--- src/shared/can_fs_pkg.sv ---
/*
 Shared constants for the transceiver fail-safe supervisor: operating
 modes, pin defaults, reset values and timing counts at the system clock.
 Assumes a single 250 MHz clock feeding every module that imports nothing.
*/
package can_fs_pkg;

   typedef enum logic [1:0] {MODE_SLEEP, MODE_STANDBY, MODE_RX_ONLY, MODE_NORMAL} mode_e;

   localparam int CLK_MHZ = 250;

   // Mode change window, longest time, rounds down
   localparam int MODE_WINDOW_NS = 20000;
   localparam int MODE_WINDOW_CYC = MODE_WINDOW_NS * CLK_MHZ / 1000;
   localparam int MODE_SETTLE_CYC = 64;

   // Bus silence timeout, inside its 0.6 s to 1.2 s band
   localparam int SILENCE_MIN_MS = 600;
   localparam int SILENCE_MAX_MS = 1200;
   localparam int SILENCE_MS = 900;
   localparam int SILENCE_CYC = SILENCE_MS * CLK_MHZ * 1000;

   // Clamp detection time, longest time, rounds down
   localparam int CLAMP_NS = 1800;
   localparam int CLAMP_CYC = CLAMP_NS * CLK_MHZ / 1000;

   // Filters and timeouts, least times, round up
   localparam int BUS_FILTER_NS = 1000;
   localparam int BUS_FILTER_CYC = (BUS_FILTER_NS * CLK_MHZ + 999) / 1000;
   localparam int VCC_FILTER_NS = 10000;
   localparam int VCC_FILTER_CYC = (VCC_FILTER_NS * CLK_MHZ + 999) / 1000;
   localparam int VCC_RECOVERY_NS = 10000;
   localparam int VCC_RECOVERY_CYC = (VCC_RECOVERY_NS * CLK_MHZ + 999) / 1000;
   localparam int TXD_TO_US = 2000;
   localparam int TXD_TO_CYC = TXD_TO_US * CLK_MHZ;
   localparam int VCC_LT_MS = 150;
   localparam int VCC_LT_CYC = VCC_LT_MS * CLK_MHZ * 1000;
   localparam int IO_LT_MS = 150;
   localparam int IO_LT_CYC = IO_LT_MS * CLK_MHZ * 1000;

   // Levels read from unconnected input pins
   localparam logic TXD_FLOAT_LVL = 1'h1;
   localparam logic EN_FLOAT_LVL = 1'h0;
   localparam logic STANDBY_SELECT_N_FLOAT_LVL = 1'h0;

   // Reset values
   localparam logic TX_EN_RST = 1'h0;
   localparam logic FAULT_N_RST = 1'h1;
   localparam logic RXD_RST = 1'h1;
   localparam mode_e MODE_RST = MODE_STANDBY;

endpackage

--- src/design/hold_filter.sv ---
/*
 Persistence filter: flags a condition that has held for N clock cycles
 in a row; any cycle without it restarts the count.
 Assumes the condition is synchronous to clk.
*/
`timescale 1ns/100ps
module hold_filter #(
   parameter int N = 4
)(
   input wire logic clk,
   input wire logic arst_n,
   input wire logic cond,
   output logic done
);
   localparam int W = $clog2(N + 1);
   localparam logic [W-1:0] LIMIT = W'(N);

   logic [W-1:0] cnt_r;
   logic [W-1:0] cnt_nxt;

   always_comb
   begin
      cnt_nxt = cnt_r;
      if (!cond)
      begin
         cnt_nxt = '0;
      end
      else if (cnt_r != LIMIT)
      begin
         cnt_nxt = cnt_r + W'(1);
      end
   end

   always_ff @(posedge clk or negedge arst_n)
   begin
      if (!arst_n)
      begin
         cnt_r <= '0;
      end
      else
      begin
         cnt_r <= cnt_nxt;
      end
   end

   assign done = cond && (cnt_r == LIMIT);
endmodule

--- src/design/mode_sequencer.sv ---
/*
 Operating mode sequencer: walks to a requested or forced mode over a
 fixed settle time and reports when it leaves a low-power mode.
 Assumes requests are already filtered and synchronous to clk.
*/
`timescale 1ns/100ps
module mode_sequencer #(
   parameter int SETTLE = can_fs_pkg::MODE_SETTLE_CYC
)(
   input wire logic clk,
   input wire logic arst_n,
   input can_fs_pkg::mode_e req_mode,
   input wire logic force_sleep,
   output can_fs_pkg::mode_e mode,
   output logic busy,
   output logic wake_busy
);
   localparam int W = $clog2(SETTLE + 1);

   can_fs_pkg::mode_e mode_r, mode_nxt, target_r, target_nxt, aim;
   logic busy_r, busy_nxt, wake_r, wake_nxt;
   logic [W-1:0] cnt_r, cnt_nxt;

   always_comb
   begin
      mode_nxt = mode_r;
      target_nxt = target_r;
      busy_nxt = busy_r;
      wake_nxt = wake_r;
      cnt_nxt = cnt_r;
      aim = busy_r ? target_r : mode_r;
      if (force_sleep && aim != can_fs_pkg::MODE_SLEEP)
      begin
         target_nxt = can_fs_pkg::MODE_SLEEP;
         busy_nxt = 1'h1;
         wake_nxt = 1'h0;
         if (!busy_r)
         begin
            cnt_nxt = '0;
         end
      end
      else if (busy_r)
      begin
         if (cnt_r == W'(SETTLE - 1))
         begin
            mode_nxt = target_r;
            busy_nxt = 1'h0;
            wake_nxt = 1'h0;
         end
         else
         begin
            cnt_nxt = cnt_r + W'(1);
         end
      end
      else if (!force_sleep && req_mode != mode_r)
      begin
         target_nxt = req_mode;
         busy_nxt = 1'h1;
         cnt_nxt = '0;
         wake_nxt = (mode_r == can_fs_pkg::MODE_SLEEP || mode_r == can_fs_pkg::MODE_STANDBY)
                    && (req_mode == can_fs_pkg::MODE_NORMAL
                        || req_mode == can_fs_pkg::MODE_RX_ONLY);
      end
   end

   always_ff @(posedge clk or negedge arst_n)
   begin
      if (!arst_n)
      begin
         mode_r <= can_fs_pkg::MODE_RST;
         target_r <= can_fs_pkg::MODE_RST;
         busy_r <= 1'h0;
         wake_r <= 1'h0;
         cnt_r <= '0;
      end
      else
      begin
         mode_r <= mode_nxt;
         target_r <= target_nxt;
         busy_r <= busy_nxt;
         wake_r <= wake_nxt;
         cnt_r <= cnt_nxt;
      end
   end

   assign mode = mode_r;
   assign busy = busy_r;
   assign wake_busy = wake_r;
endmodule

--- src/design/can_xcvr_failsafe_supervisor.sv ---
/*
 Fail-safe supervisor of a CAN transceiver: supply and thermal faults,
 transmit timeout, receive clamping, forced sleep and the fault pin.
 Assumes digital comparator inputs synchronous to clk; the reset is the
 power-on reset.
*/
`timescale 1ns/100ps

// Notes on behaviour
// - Filtered VCC low pulls fault low, active modes
// - VCC low disables transmitter until recovery filter
// - VCC long low plus silence forces sleep
// - Bus traffic during VCC low keeps mode
// - I/O supply low freezes mode and transmit inputs
// - Fault and receive outputs default high
// - I/O long low plus silence forces sleep
// - Communication: wake pattern, or long dominant
// - Floating inputs: transmit high, mode selects low
// - Transmit stuck low: transmitter off, fault low
// - Receive keeps following bus during timeout
// - Transmit rising edge releases the timeout
// - Overtemperature acts in normal mode only
// - Thermal shutdown disables transmitter, lowers fault
// - Clamp detection runs in normal mode only
// - Receive high on dominant bus sets clamp
// - Clamp keeps transmitter off and fault low
// - Receive low on dominant bus clears clamp
// - Every mode change completes inside window
// - Receive held high leaving low-power modes
// - Mode change window at most 20 us
// - Silence timeout between 0.6 and 1.2 s
// - Clamp detection time at most 1.8 us
module can_xcvr_failsafe_supervisor #(
   parameter int MODE_WINDOW_CYC = can_fs_pkg::MODE_WINDOW_CYC,
   parameter int SILENCE_CYC = can_fs_pkg::SILENCE_CYC,
   parameter int TXD_TO_CYC = can_fs_pkg::TXD_TO_CYC,
   parameter int VCC_LT_CYC = can_fs_pkg::VCC_LT_CYC,
   parameter int IO_LT_CYC = can_fs_pkg::IO_LT_CYC
)(
   input wire logic clk,
   input wire logic arst_n,
   input wire logic bat_ok,
   input wire logic vcc_low,
   input wire logic io_low,
   input wire logic thermal_shutdown,
   input wire logic bus_dominant,
   input wire logic bus_wake_pattern,
   input wire logic txd,
   input wire logic txd_connected,
   input wire logic enable_sel,
   input wire logic enable_connected,
   input wire logic standby_select_n,
   input wire logic standby_connected,
   input wire logic rxd_pin,
   output logic tx_enable,
   output logic fault_indicator_n,
   output logic rxd,
   output can_fs_pkg::mode_e mode,
   output logic mode_busy,
   output logic clamp_flag,
   output logic txd_timeout_flag,
   output logic vcc_uv_flag
);
   localparam int SETTLE_MAX = can_fs_pkg::MODE_SETTLE_CYC + 2;

   logic txd_raw, en_raw, standby_select_n_raw;
   logic txd_hold_r, txd_hold_nxt, en_hold_r, en_hold_nxt, standby_select_n_hold_r, standby_select_n_hold_nxt;
   logic txd_q_r, txd_q_nxt, dom_q_r, dom_q_nxt;
   can_fs_pkg::mode_e req_mode, mode_cur;
   logic busy, wake_busy, in_normal, in_active;
   logic dom_long, bus_comm, silence_exp;
   logic vcc_low_filt, vcc_ok_filt, vcc_lt, io_lt, force_sleep;
   logic txd_low_long, txd_rise, clamp_set, clamp_clr;
   logic vcc_uv_r, vcc_uv_nxt, txto_r, txto_nxt, ot_r, ot_nxt, clamp_r, clamp_nxt;
   logic tx_en_r, tx_en_nxt, fault_n_r, fault_n_nxt, rxd_r, rxd_nxt;

   // Pulled pin levels when a pin floats
   assign txd_raw = txd_connected ? txd : can_fs_pkg::TXD_FLOAT_LVL;
   assign en_raw = enable_connected ? enable_sel : can_fs_pkg::EN_FLOAT_LVL;
   assign standby_select_n_raw = standby_connected ? standby_select_n : can_fs_pkg::STANDBY_SELECT_N_FLOAT_LVL;

   // Inputs frozen while the I/O supply is low
   always_comb
   begin
      txd_hold_nxt = txd_hold_r;
      en_hold_nxt = en_hold_r;
      standby_select_n_hold_nxt = standby_select_n_hold_r;
      if (!io_low)
      begin
         txd_hold_nxt = txd_raw;
         en_hold_nxt = en_raw;
         standby_select_n_hold_nxt = standby_select_n_raw;
      end
      txd_q_nxt = txd_hold_r;
      dom_q_nxt = dom_long;
   end

   always_ff @(posedge clk or negedge arst_n)
   begin
      if (!arst_n)
      begin
         txd_hold_r <= can_fs_pkg::TXD_FLOAT_LVL;
         en_hold_r <= can_fs_pkg::EN_FLOAT_LVL;
         standby_select_n_hold_r <= can_fs_pkg::STANDBY_SELECT_N_FLOAT_LVL;
         txd_q_r <= can_fs_pkg::TXD_FLOAT_LVL;
         dom_q_r <= 1'h0;
      end
      else
      begin
         txd_hold_r <= txd_hold_nxt;
         en_hold_r <= en_hold_nxt;
         standby_select_n_hold_r <= standby_select_n_hold_nxt;
         txd_q_r <= txd_q_nxt;
         dom_q_r <= dom_q_nxt;
      end
   end

   // Mode request from the select pins
   always_comb
   begin
      case ({en_hold_r, standby_select_n_hold_r})
         2'h3: req_mode = can_fs_pkg::MODE_NORMAL;
         2'h1: req_mode = can_fs_pkg::MODE_RX_ONLY;
         2'h0: req_mode = can_fs_pkg::MODE_STANDBY;
         default: req_mode = can_fs_pkg::MODE_SLEEP;
      endcase
   end

   mode_sequencer #(
      .SETTLE(can_fs_pkg::MODE_SETTLE_CYC)
   ) u_mode (
      .clk(clk),
      .arst_n(arst_n),
      .req_mode(req_mode),
      .force_sleep(force_sleep),
      .mode(mode_cur),
      .busy(busy),
      .wake_busy(wake_busy)
   );

   assign in_normal = (mode_cur == can_fs_pkg::MODE_NORMAL);
   assign in_active = in_normal || (mode_cur == can_fs_pkg::MODE_RX_ONLY);

   // Bus activity and silence timeout
   hold_filter #(.N(can_fs_pkg::BUS_FILTER_CYC)) u_dom (
      .clk(clk), .arst_n(arst_n), .cond(bus_dominant), .done(dom_long));
   assign bus_comm = in_active ? (dom_long && !dom_q_r) : bus_wake_pattern;
   hold_filter #(.N(SILENCE_CYC)) u_sil (
      .clk(clk), .arst_n(arst_n), .cond(!bus_comm), .done(silence_exp));

   // Supply undervoltage filters and long-term timers
   hold_filter #(.N(can_fs_pkg::VCC_FILTER_CYC)) u_vf (
      .clk(clk), .arst_n(arst_n), .cond(vcc_low), .done(vcc_low_filt));
   hold_filter #(.N(can_fs_pkg::VCC_RECOVERY_CYC)) u_vr (
      .clk(clk), .arst_n(arst_n), .cond(!vcc_low), .done(vcc_ok_filt));
   hold_filter #(.N(VCC_LT_CYC)) u_vlt (
      .clk(clk), .arst_n(arst_n), .cond(vcc_low && bat_ok), .done(vcc_lt));
   hold_filter #(.N(IO_LT_CYC)) u_ilt (
      .clk(clk), .arst_n(arst_n), .cond(io_low && bat_ok), .done(io_lt));
   assign force_sleep = (vcc_lt || io_lt) && silence_exp;

   // Transmit timeout and clamp detection
   hold_filter #(.N(TXD_TO_CYC)) u_txto (
      .clk(clk), .arst_n(arst_n), .cond(in_normal && !txd_hold_r), .done(txd_low_long));
   assign txd_rise = txd_hold_r && !txd_q_r;
   hold_filter #(.N(can_fs_pkg::CLAMP_CYC)) u_cset (
      .clk(clk), .arst_n(arst_n), .cond(in_normal && bus_dominant && rxd_pin),
      .done(clamp_set));
   hold_filter #(.N(can_fs_pkg::CLAMP_CYC)) u_cclr (
      .clk(clk), .arst_n(arst_n), .cond(in_normal && bus_dominant && !rxd_pin),
      .done(clamp_clr));

   // Fault flags, transmitter enable, fault and receive outputs
   always_comb
   begin
      vcc_uv_nxt = vcc_uv_r;
      if (vcc_low_filt)
      begin
         vcc_uv_nxt = 1'h1;
      end
      else if (vcc_ok_filt)
      begin
         vcc_uv_nxt = 1'h0;
      end
      txto_nxt = txto_r;
      if (!in_normal)
      begin
         txto_nxt = 1'h0;
      end
      else if (txd_low_long)
      begin
         txto_nxt = 1'h1;
      end
      else if (txd_rise)
      begin
         txto_nxt = 1'h0;
      end
      ot_nxt = in_normal && thermal_shutdown;
      clamp_nxt = clamp_r;
      if (!in_normal)
      begin
         clamp_nxt = 1'h0;
      end
      else if (clamp_set)
      begin
         clamp_nxt = 1'h1;
      end
      else if (clamp_clr)
      begin
         clamp_nxt = 1'h0;
      end
      fault_n_nxt = !(in_active && vcc_uv_nxt) && !txto_nxt && !ot_nxt
                    && !clamp_nxt;
      tx_en_nxt = in_normal && !busy && !vcc_uv_nxt && !txto_nxt && !ot_nxt
                  && !clamp_nxt;
      if (wake_busy)
      begin
         rxd_nxt = 1'h1;
      end
      else if (in_active)
      begin
         rxd_nxt = !bus_dominant;
      end
      else
      begin
         rxd_nxt = can_fs_pkg::RXD_RST;
      end
   end

   always_ff @(posedge clk or negedge arst_n)
   begin
      if (!arst_n)
      begin
         vcc_uv_r <= 1'h0;
         txto_r <= 1'h0;
         ot_r <= 1'h0;
         clamp_r <= 1'h0;
         tx_en_r <= can_fs_pkg::TX_EN_RST;
         fault_n_r <= can_fs_pkg::FAULT_N_RST;
         rxd_r <= can_fs_pkg::RXD_RST;
      end
      else
      begin
         vcc_uv_r <= vcc_uv_nxt;
         txto_r <= txto_nxt;
         ot_r <= ot_nxt;
         clamp_r <= clamp_nxt;
         tx_en_r <= tx_en_nxt;
         fault_n_r <= fault_n_nxt;
         rxd_r <= rxd_nxt;
      end
   end

   assign tx_enable = tx_en_r;
   assign fault_indicator_n = fault_n_r;
   assign rxd = rxd_r;
   assign mode = mode_cur;
   assign mode_busy = busy;
   assign clamp_flag = clamp_r;
   assign txd_timeout_flag = txto_r;
   assign vcc_uv_flag = vcc_uv_r;

   // Cycles spent in the present mode change, for the window check
   localparam int WIN_W = $clog2(MODE_WINDOW_CYC + 1);
   logic [WIN_W-1:0] win_cnt_r, win_cnt_nxt;

   always_comb
   begin
      win_cnt_nxt = '0;
      if (busy && win_cnt_r != WIN_W'(MODE_WINDOW_CYC))
      begin
         win_cnt_nxt = win_cnt_r + WIN_W'(1);
      end
      else if (busy)
      begin
         win_cnt_nxt = win_cnt_r;
      end
   end

   always_ff @(posedge clk or negedge arst_n)
   begin
      if (!arst_n)
      begin
         win_cnt_r <= '0;
      end
      else
      begin
         win_cnt_r <= win_cnt_nxt;
      end
   end
endmodule

--- config.mk ---
export PLATFORM = sky130hd
export DESIGN_NAME = can_xcvr_failsafe_supervisor
export DESIGN_NICKNAME = d
export VERILOG_FILES = /design/src/shared/can_fs_pkg.sv /design/src/design/hold_filter.sv /design/src/design/mode_sequencer.sv /design/src/design/can_xcvr_failsafe_supervisor.sv
export SDC_FILE = /design/constraint.sdc
export NUM_CORES = 1
export LEC_CHECK = 0
export BUFFER_PORTS_ARGS = -buffer_cell sky130_fd_sc_hd__buf_2
export CAP_MARGIN = 10
export CORE_UTILIZATION = 45
export DETAILED_ROUTE_END_ITERATION = 12
export PLACE_DENSITY = 0.72
export SYNTH_ARGS = -nofsm -noshare
export SYNTH_HDL_FRONTEND = slang
export SYNTH_SLANG_ARGS = --single-unit
--- constraint.sdc ---
create_clock -name clk -period 2.4 [get_ports clk]
set_clock_uncertainty 0.05 [all_clocks]
set_input_delay 0.12 -clock clk [delete_from_list [all_inputs] [get_ports clk]]
set_output_delay 0.12 -clock clk [all_outputs]
set_load 0.01 [all_outputs]
==> results of run 1 <==
## repair_timing
| item | in CTS | in global routing |
|---|---|---|
| setup endpoints to repair | 0 | 11 |
| hold buffers | 11 | 0 |
| endpoints found under the hold margin | 58 | 0 |
| resized for setup | 0 | 2 |
## cells by family after synthesis
logic type      Yosys count  synth area share (%)
compound gates           72                 5.153
flops                   173                 48.93
fa+ha+maj                22                 3.106
xor+xnor                122                 12.06
buf+inv                  51                 2.202
simple gates            467                 27.47
mux                       9                 1.087
## flip-flops by register name, summed over array words and instances (netlist names), 2 cells and up
register / flops
u_sil.cnt_r: 28
u_ilt.cnt_r: 26
u_vlt.cnt_r: 26
u_txto.cnt_r: 19
u_vf.cnt_r: 12
u_vr.cnt_r: 12
u_cclr.cnt_r: 9
u_cset.cnt_r: 9
u_dom.cnt_r: 8
u_mode.cnt_r: 7
u_mode.mode: 2
u_mode.target_r: 2
## power groups by stage
| stage | Clock (mW) | Combinational, mW | Sequential (mW) |
|---|---|---|---|
| detailed placement | 0 | 0.215 | 3.02 |
| global route | 2.95 | 0.261 | 2.97 |
| CTS | 2.84 | 0.232 | 2.97 |
| global placement | 0 | 0.212 | 3.02 |
| floorplan | 0 | 0.102 | 3.02 |
| finish | 2.77 | 0.225 | 2.97 |
## final cells by class
cell class	instances	share of cell area (%)
Clock buffer	18	4.318
Timing Repair Buffer	58	4.294
Sequential cell	173	42.64
Inverter	32	1.181
Clock inverter	13	1.513
Multi-Input combinational cell	692	42.85
Tap cell	260	3.199
## per-stage QoR
stage / total power, mW / area (sq um) / std cells / setup slack, ps
2_1_floorplan: 3.119 / 8864 / 916 / 105.0
3_3_place_gp: 3.234 / 9452 / 1204 / 107.9
3_5_place_dp: 3.239 / 9452 / 1204 / 68.16
4_1_cts: 6.039 / 10150 / 1246 / 52.59
5_1_grt: 6.186 / 10170 / 1246 / -23.90
6_report: 5.961 / 10170 / 1246 / 133.5
## critical path, cell delays in order (launching register included)
cell	delay [ps]
dfrtp_1	410
or2_1	250
or4_1	590
o32ai_2	250
a31o_2	300
mux2_2	350
## per-layer routing
layer	global-route usage, %	vias up	share of wire, %
met5	0	-	0
met4	6.452	0	1.3
met1	24.68	3182	49
met3	3.197	18	3.2
met2	29.36	91	47
li1	-	3265	-
## placed cells by master (no fill, tap or decap), types with 6 or more instances in the layout
master	count
dfrtp_1	167
nor2_1	156
xor2_1	79
nand2_1	73
nand3_1	44
xnor2_1	43
nand4_1	41
inv_1	32
and2_1	26
a21oi_1	23
ha_1	22
buf_2	22
buf_4	22
nor3_1	21
o21ai_0	17
clkbuf_16	17
and3_1	15
or3_1	14
and4_1	12
dlygate4sd3_1	11
nor4b_1	10
nor4_1	9
nand2b_1	7
nor4bb_1	6
or2_2	6
nor2b_1	6
dfstp_2	6
## final timing paths
check                      slack [ps]            endpoint  cells past startpoint       startpoint
max                               130  u_mode.target_r[0]                      5  u_ilt.cnt_r[16]
min reg2reg                       360             txd_q_r                      0       txd_hold_r
min                               100                 rxd                      3     bus_dominant
min in group asynchronous         160       u_vf.cnt_r[8]                      2           arst_n
max reg2reg                       130  u_mode.target_r[0]                      5  u_ilt.cnt_r[16]
max in group asynchronous        1380             txd_q_r                      3           arst_n
==> out/qor.csv, run 1 <==
metric,value,unit
synth_cell_types,57,
drv_slew,0,
gp_congestion,0.8238,
antenna_cells,0,
netlist_top_cells_count,"dfrtp_1 (167), nor2_1 (156), xor2_1 (79)",
ys_ff_latch,173,
finalSetupViolations,0,
grt_pass1_vias,6318,
fin_hold_ws,101.8,ps
dieArea,20260,sq um
clockBufferDepth,2,
synth_nets,953,
cts_tree,yes,
synth_area_leaders,"dfrtp_1 (47%), xor2_1 (7.8%), nor2_1 (6.6%), xnor2_1 (4.2%), ha_1 (3.1%)",
p_sw,1.359,mW
synth.most_common_cell,dfrtp_1,
status,finished clean,
syn_to_final_growth,14.74,%
seqCellArea,4337,sq um
fillCellCount,1687,
dp_hpwl,11.90,mm
multi_input_area,4358,sq um
syn_avg_cell_area,9.676,sq um
synth_cells,916,
ys_seq_area_share,48.93,%
drt_pass1_iterations,5,
final.setup.tns,0,ps
power.internal,4.601,mW
drc,0,
required,2710,ps
cp.arrival,2570,ps
seqPwrFrac,49.8,%
htreeDepth,4,
tightestPinTransition,589.2,ps
hold_path_class,input port to flop,
slew_headroom,60.22,%
critical_path.startpoint_type,flop,
ios,24,
fin_nets,1011,
power_leakage,4.281,nW
die_h,142.3,microns
p_comb_share,3.8,%
power.density,586.1,nW/um^2
irDropWorstVdd,0.0004008,V
async_reset_ff_share,100.0,%
wl,17.02,mm
root_buffer,clkbuf_16,
cap_viol_max_count,0,
antenna_left,0,
clock-sinks,173,
io_buffer_count,23,
final_util,53.47,%
vias_per_cell,5.262,
clk_latency,430,ps
wire_per_inst,13.66,microns
fmax,441.2,MHz
fp.coreArea,19020,sq um
netlist_area,8864,sq um
clockPowerShare,46.4,%
grt_max_degree,67,
grt_first_pass_wirelength,29.53,mm
cp_max_fo,6,
yosys.area.top_type,dfrtp_1,
endpoint_kind,flop,
numCtsBuffers,17,
post_cts_buffers,0,
gr-total-overflow,0,
finalHoldViolCount,0,
rows,50,
track_usage,18.22,%
period_share,94.44,%
synthFlopType,dfrtp_1,
fin_crit,2266,ps
ys_warn_count,0,
yosysTopAreaCellShare,47.15,%
vias,6556,
synth_edf_count,0,
critical_path_class,flop to flop,
layout-drive-gt1-share,11.05,%
first_iter_violations,428,
fp.dieW,142.3,microns
p_sw_share,22.80,%
cts.clk_slew.worst_paths,70,ps
initial_core_util,46.61,%
antenna_found_initial,0,
No activity file was read; power rests on OpenSTA's default activity.
==> inputs of run 2 (changes only) <==
--- a/config.mk
+++ b/config.mk
@@ -5,11 +5,11 @@
 export SDC_FILE = /design/constraint.sdc
 export NUM_CORES = 1
 export LEC_CHECK = 0
-export BUFFER_PORTS_ARGS = -buffer_cell sky130_fd_sc_hd__buf_2
 export CAP_MARGIN = 10
 export CORE_UTILIZATION = 45
 export DETAILED_ROUTE_END_ITERATION = 12
-export PLACE_DENSITY = 0.72
+export DONT_BUFFER_PORTS = 1
+export PLACE_DENSITY = 0.71
 export SYNTH_ARGS = -nofsm -noshare
 export SYNTH_HDL_FRONTEND = slang
 export SYNTH_SLANG_ARGS = --single-unit
==> run 2 against run 1 <==
- the flow now finishes with violations (hold timing)
- setup slack gained 5.9 ps
- worst hold slack lost 780 ps
- critical path depth grew 2
- flip-flop and latch count is the same
- sequential share of layout area grew 0.78 points
- fmax grew 0.26%
- wire length grew 0.23%
- global-route usage shrank 0.18 points
- core utilization shrank 0.96 points
- critical endpoint is now u_mode.mode[1]
- largest cell class unchanged
- highest routed layer unchanged
==> out/qor.csv, run 2 (same netlist as run 1, synthesis figures left out) <==
metric,value,unit,change
status,"finished, violations left",,was finished clean
violations,hold timing,,
drv_slew,0,,unchanged
tightestPinTransition,807.1,ps,was 589.2 ps
worst_path_dominant_cell_family,simple AND/OR/NAND/NOR gates,,unchanged
cts_hold_buffers,11,,unchanged
clk_latency,440,ps,was 430 ps
die_h,142.3,microns,unchanged
r2r-start,u_ilt.cnt_r[16],,unchanged
path_depth,7,,was 5
slowest_delay,570,ps,was 590 ps
critPathLaunch,u_ilt.cnt_r[16],,unchanged
setup_slack,139.4,ps,was 133.5 ps
critical_path_class,flop to flop,,unchanged
cp_num_buf_inv,1,,was 0
final.setup.tns,0,ps,unchanged
rows,50,,unchanged
fillCellCount,1730,,"was 1,687"
initial_core_util,46.61,%,unchanged
dieArea,20260,sq um,unchanged
wire_per_inst,13.97,microns,was 13.66 microns
crit_chain,or2_1 -> or4_4 -> o32ai_2 -> buf_4 -> nand4_4 -> nand3_2 -> mux2_2,,was or2_1 -> or4_1 -> o32ai_2 -> a31o_2 -> mux2_2
irDropWorstVdd,0.0006206,V,was 0.0004008 V
power.density,576.1,nW/um^2,was 586.1 nW/um^2
seqCellArea,4337,sq um,unchanged
antenna_left,0,,unchanged
syn_to_final_growth,12.68,%,was 14.74%
fmax,442.4,MHz,was 441.2 MHz
io_buffer_count,0,,was 23
cp.arrival,2530,ps,was 2570 ps
fin_crit,2261,ps,was 2266 ps
critical_path.startpoint_type,flop,,unchanged
gp_congestion,0.8428,,was 0.8238
vias,6444,,"was 6,556"
first_iter_violations,390,,was 428
hold_path_class,input port to asynchronous set/reset pin,,was input port to flop
fin_hold_ws,-678.0,ps,was 101.8 ps
r2r_setup_slack,140,ps,was 130 ps
track_usage,18.04,%,was 18.22%
endpoint_kind,flop,,unchanged
ios,24,,unchanged
final_util,52.51,%,was 53.47%
cts_tree,yes,,unchanged
gr-total-overflow,0,,unchanged
drc,0,,unchanged
largest_register_ffs,28,,unchanged
fin_nets,985,,"was 1,011"
multi_input_area,4378,sq um,was 4358 sq um
top_register,u_sil.cnt_r,,unchanged
finalSetupViolations,0,,unchanged
grt_max_degree,174,,was 67
root_buffer,clkbuf_16,,unchanged
period_share,94.19,%,was 94.44%
clock-sinks,173,,unchanged
required,2670,ps,was 2710 ps
grt_pass1_vias,6285,,"was 6,318"
rsz0062_at_grt,false,,
slew_headroom,46.02,%,was 60.22%
fp.dieW,142.3,microns,unchanged
wl,17.06,mm,was 17.02 mm
drt_pass1_iterations,4,,was 5
reg2reg_to,u_mode.mode[1],,was u_mode.target_r[0]
vias_per_cell,5.278,,was 5.262
fp.coreArea,19020,sq um,unchanged
clockBufferDepth,2,,unchanged
antenna_found_initial,0,,unchanged
htreeDepth,4,,unchanged
post-place-ws,90.15,ps,was 68.16 ps
top_regs,"u_sil.cnt_r x28, u_ilt.cnt_r x26, u_vlt.cnt_r x26",,unchanged
grt_first_pass_wirelength,29.21,mm,was 29.53 mm
layout_common_cells,"dfrtp_1 (167), nor2_1 (156), xor2_1 (79), nand2_1 (73), nand3_1 (44)",,unchanged
final_common_cell,dfrtp_1,,unchanged
finalHoldViolCount,173,,was 0
power_leakage,4.142,nW,was 4.281 nW
cp_max_fo,4,,was 6
r2r_cells,7,,was 5
dp_hpwl,11.15,mm,was 11.90 mm
layout-drive-gt1-share,8.741,%,was 11.05%
cap_viol_max_count,0,,unchanged
antenna_cells,0,,unchanged
cp_slowest_cell,or4_4,,was or4_1
cts.clk_slew.worst_paths,70,ps,about the same
numCtsBuffers,17,,unchanged
==> run 2: cell count changes in the layout (fill, tap and decap cells not counted), moves of 2 or more <==
cell,delta
clkbuf_1,+2
buf_2,-22
buf_12,-2
clkinv_2,+2
inv_6,-3
==> run 2: final cells by class <==
type | count | share of cell area [%]
Multi-Input combinational cell | 692 | 43.84
Sequential cell | 173 | 43.42
Clock buffer | 20 | 4.473
Tap cell | 260 | 3.257
Timing Repair Buffer | 32 | 2.681
Inverter | 32 | 1.203
Clock inverter | 12 | 1.128
==> run 2: power breakdown <==
group	internal, mW	switching [mW]
sequential	2.94	0.0296
combinational	0.0631	0.0802
clock	1.46	1.18
==> run 2: metal layers <==
metal,track usage [%],vias to the layer above,routed length (microns)
li1,-,3212,-
met1,24.67,3122,8408
met2,28.51,91,7860
met3,3.802,19,558
met4,5.886,0,228
met5,0,-,0
==> run 2: what timing repair did <==
item                                    in CTS  in global routing
resized for setup                            0                  5
endpoints found under the setup margin       0                 10
endpoints found under the hold margin      214                173
buffers inserted                             0                  2
==> run 2: how the worst max path moves through the flow <==
stage / endpoint / slack [ps]
2_1_floorplan: u_mode.mode[1] / 110
3_3_place_gp: u_mode.target_r[0] / 170
3_5_place_dp: u_mode.target_r[0] / 90
4_1_cts: u_mode.cnt_r[1] / 60
5_1_grt: fault_indicator_n / 20
6_report: u_mode.mode[1] / 140
==> run 2: worst register-to-register path, cell delays in order, from the launching register on <==
cell and delay (ps):
dfrtp_1 420, or2_1 270, or4_4 570, o32ai_2 140
buf_4 170, nand4_4 100, nand3_2 110, mux2_2 330
==> run 2: through the flow <==
step	power, mW	cells	area, sq um	hold WS (ps)
after floorplan	3.119	916	8864	-225.6
after global routing	5.961	1221	9987	-697.6
final	5.754	1221	9987	-678.0
after CTS	5.816	1219	9937	-690.2
after global placement	3.143	1176	9268	-221.5
after detailed placement	3.148	1176	9268	-221.4
==> inputs of run 3 (changes only) <==
--- a/config.mk
+++ b/config.mk
@@ -6,10 +6,10 @@
 export NUM_CORES = 1
 export LEC_CHECK = 0
 export CAP_MARGIN = 10
-export CORE_UTILIZATION = 45
+export CORE_UTILIZATION = 23
 export DETAILED_ROUTE_END_ITERATION = 12
 export DONT_BUFFER_PORTS = 1
-export PLACE_DENSITY = 0.71
+export PLACE_DENSITY = 0.46
 export SYNTH_ARGS = -nofsm -noshare
 export SYNTH_HDL_FRONTEND = slang
 export SYNTH_SLANG_ARGS = --single-unit
==> run 3 against run 2 <==
- setup slack gained 2.5 ps
- sequential share of layout area is 1.5 points lower
- via count down 0.99%
- the run still ends with hold timing left
==> out/qor.csv, run 3 (same netlist as run 1, synthesis figures left out) <==
metric,value,unit,change
cp_max_fo,2,,was 4
root_buffer,clkbuf_16,,unchanged
power.density,573.4,nW/um^2,was 576.1 nW/um^2
use_met1,14.28,%,was 24.67%
hold_path_class,input port to asynchronous set/reset pin,,unchanged
status,"finished, violations left",,unchanged
fin_crit,2258,ps,was 2261 ps
place_area,9619,sq um,was 9268 sq um
vias,6380,,"was 6,444"
fin_hold_ws,-663.4,ps,was -678.0 ps
cp_num_buf_inv,1,,unchanged
endpoint_kind,flop,,unchanged
largest_register_ffs,28,,unchanged
initial_core_util,23.48,%,was 46.61%
clockPowerShare,47.4,%,was 45.9%
cts.clk_slew.worst_paths,70,ps,about the same
drc,0,,unchanged
finalHoldViolCount,173,,unchanged
fp.coreArea,37760,sq um,"was 19,020 sq um"
power_leakage,4.193,nW,was 4.142 nW
critical_path.startpoint_type,flop,,unchanged
fillCellCount,3962,,"was 1,730"
clockBufferDepth,2,,unchanged
top_register,u_sil.cnt_r,,unchanged
r2r_cells,7,,unchanged
path_depth,7,,unchanged
wl,18.92,mm,was 17.06 mm
reg2reg_to,u_mode.mode[1],,unchanged
antenna_found_initial,3,,was 0
track_usage,10.28,%,was 18.04%
vias_per_cell,4.325,,was 5.278
slew_headroom,44.60,%,was 46.02%
grtUsageMet2,15.52,%,was 28.51%
final_util,27.43,%,was 52.51%
r2r_setup_slack,140,ps,about the same
critical_path_class,flop to flop,,unchanged
die_h,198.3,microns,was 142.3 microns
io_buffer_count,0,,unchanged
setup_slack,141.9,ps,was 139.4 ps
rows,71,,was 50
final.setup.tns,0,ps,unchanged
finalSetupViolations,0,,unchanged
antenna_left,0,,unchanged
dp_hpwl,12.72,mm,was 11.15 mm
post-place-ws,99.81,ps,was 90.15 ps
p_comb_share,2.6,%,was 2.5%
grt_pass1_vias,6331,,"was 6,285"
cp_slowest_cell,or4_1,,was or4_4
top_regs,"u_sil.cnt_r x28, u_ilt.cnt_r x26, u_vlt.cnt_r x26",,unchanged
p_sw_share,22.32,%,was 22.39%
gp_congestion,0.7500,,was 0.8428
wire_per_inst,12.83,microns,was 13.97 microns
grt.busiest_layer,met2,,unchanged
cts_tree,yes,,unchanged
grt_first_pass_wirelength,32.30,mm,was 29.21 mm
rsz0062_at_grt,false,,unchanged
fp.dieW,198.3,microns,was 142.3 microns
dieArea,39330,sq um,"was 20,260 sq um"
crit_chain,or2_1 -> or4_1 -> o32ai_2 -> buf_4 -> nand4_4 -> nand3_2 -> mux2_2,,was or2_1 -> or4_4 -> o32ai_2 -> buf_4 -> nand4_4 -> nand3_2 -> mux2_2
fmax,442.8,MHz,was 442.4 MHz
worst_path_dominant_cell_family,simple AND/OR/NAND/NOR gates,,unchanged
crit_path_end,u_mode.mode[1],,unchanged
critPathLaunch,u_ilt.cnt_r[16],,unchanged
met3_usage,3.049,%,was 3.802%
cts_hold_buffers,11,,unchanged
drt_pass1_iterations,4,,unchanged
drv_slew,0,,unchanged
grt_max_degree,174,,unchanged
slowest_delay,610,ps,was 570 ps
clk_latency,430,ps,was 440 ps
seqPwrFrac,50.0,%,was 51.7%
r2r-start,u_ilt.cnt_r[16],,unchanged
htreeDepth,4,,unchanged
gr-total-overflow,0,,unchanged
syn_to_final_growth,16.84,%,was 12.68%
power.internal,4.613,mW,was 4.465 mW
period_share,94.09,%,was 94.19%
required,2660,ps,was 2670 ps
first_iter_violations,425,,was 390
fin_area,10360,sq um,was 9987 sq um
irDropWorstVdd,0.0002806,V,was 0.0006206 V
p_sw,1.325,mW,was 1.289 mW
final_common_cell,dfrtp_1,,unchanged
cap_viol_max_count,0,,unchanged
violations,hold timing,,unchanged
cp.arrival,2510,ps,was 2530 ps
ios,24,,unchanged
tightestPinTransition,828.3,ps,was 807.1 ps
clock-sinks,173,,unchanged
antenna_cells,0,,unchanged
layout-drive-gt1-share,9.232,%,was 8.741%
layout_common_cells,"dfrtp_1 (167), nor2_1 (156), xor2_1 (79), nand2_1 (73), nand3_1 (44)",,unchanged
numCtsBuffers,17,,unchanged
fin_nets,988,,was 985
## run 3: power groups by stage
stage | sequential (mW) | combinational, mW | clock (mW)
finish | 2.97 | 0.155 | 2.82
global placement | 3.02 | 0.134 | 0
floorplan | 3.02 | 0.102 | 0
global route | 2.97 | 0.178 | 3.05
detailed placement | 3.02 | 0.135 | 0
CTS | 2.97 | 0.158 | 2.93
## run 3: repair_timing
item / CTS / global route
setup endpoints to repair: 0 / 13
endpoints found under the hold margin: 212 / 173
setup buffers: 0 / 0
resized for setup: 0 / 7
## run 3: stage by stage
stage               total power, mW  std cells  hold slack [ps]
detailed placement            3.156       1432           -211.5
finish                        5.938       1475           -663.4
global route                  6.194       1475           -696.0
CTS                           6.051       1475           -688.7
global placement              3.155       1432           -213.5
floorplan                     3.119        916           -225.6
## run 3: worst min-delay path by stage
stage                start            end  slack (ps)  depth (start not counted)
global route        arst_n  u_vf.cnt_r[8]        -700                          0
CTS                 arst_n  u_vf.cnt_r[6]        -690                          0
floorplan           arst_n     clamp_flag        -230                          0
finish              arst_n  u_vf.cnt_r[7]        -660                          0
global placement    arst_n  u_vf.cnt_r[8]        -210                          0
detailed placement  arst_n  u_vf.cnt_r[6]        -210                          0
## run 3: cell type report
type	instances	area, sq um	area share (%)
clock buffers	21	460.4	4.446
clock inverters	11	132.6	1.281
inverters	32	120.1	1.160
multi-input cells	692	4377	42.26
flip-flops and latches	173	4337	41.88
well taps	511	639.4	6.174
repair buffers	35	290.3	2.803
## run 3: layer usage
metal	vias to the layer above	routed length, microns
met1	3098	9633
met4	2	138
met5	-	13
met2	47	8372
li1	3222	-
met3	11	758
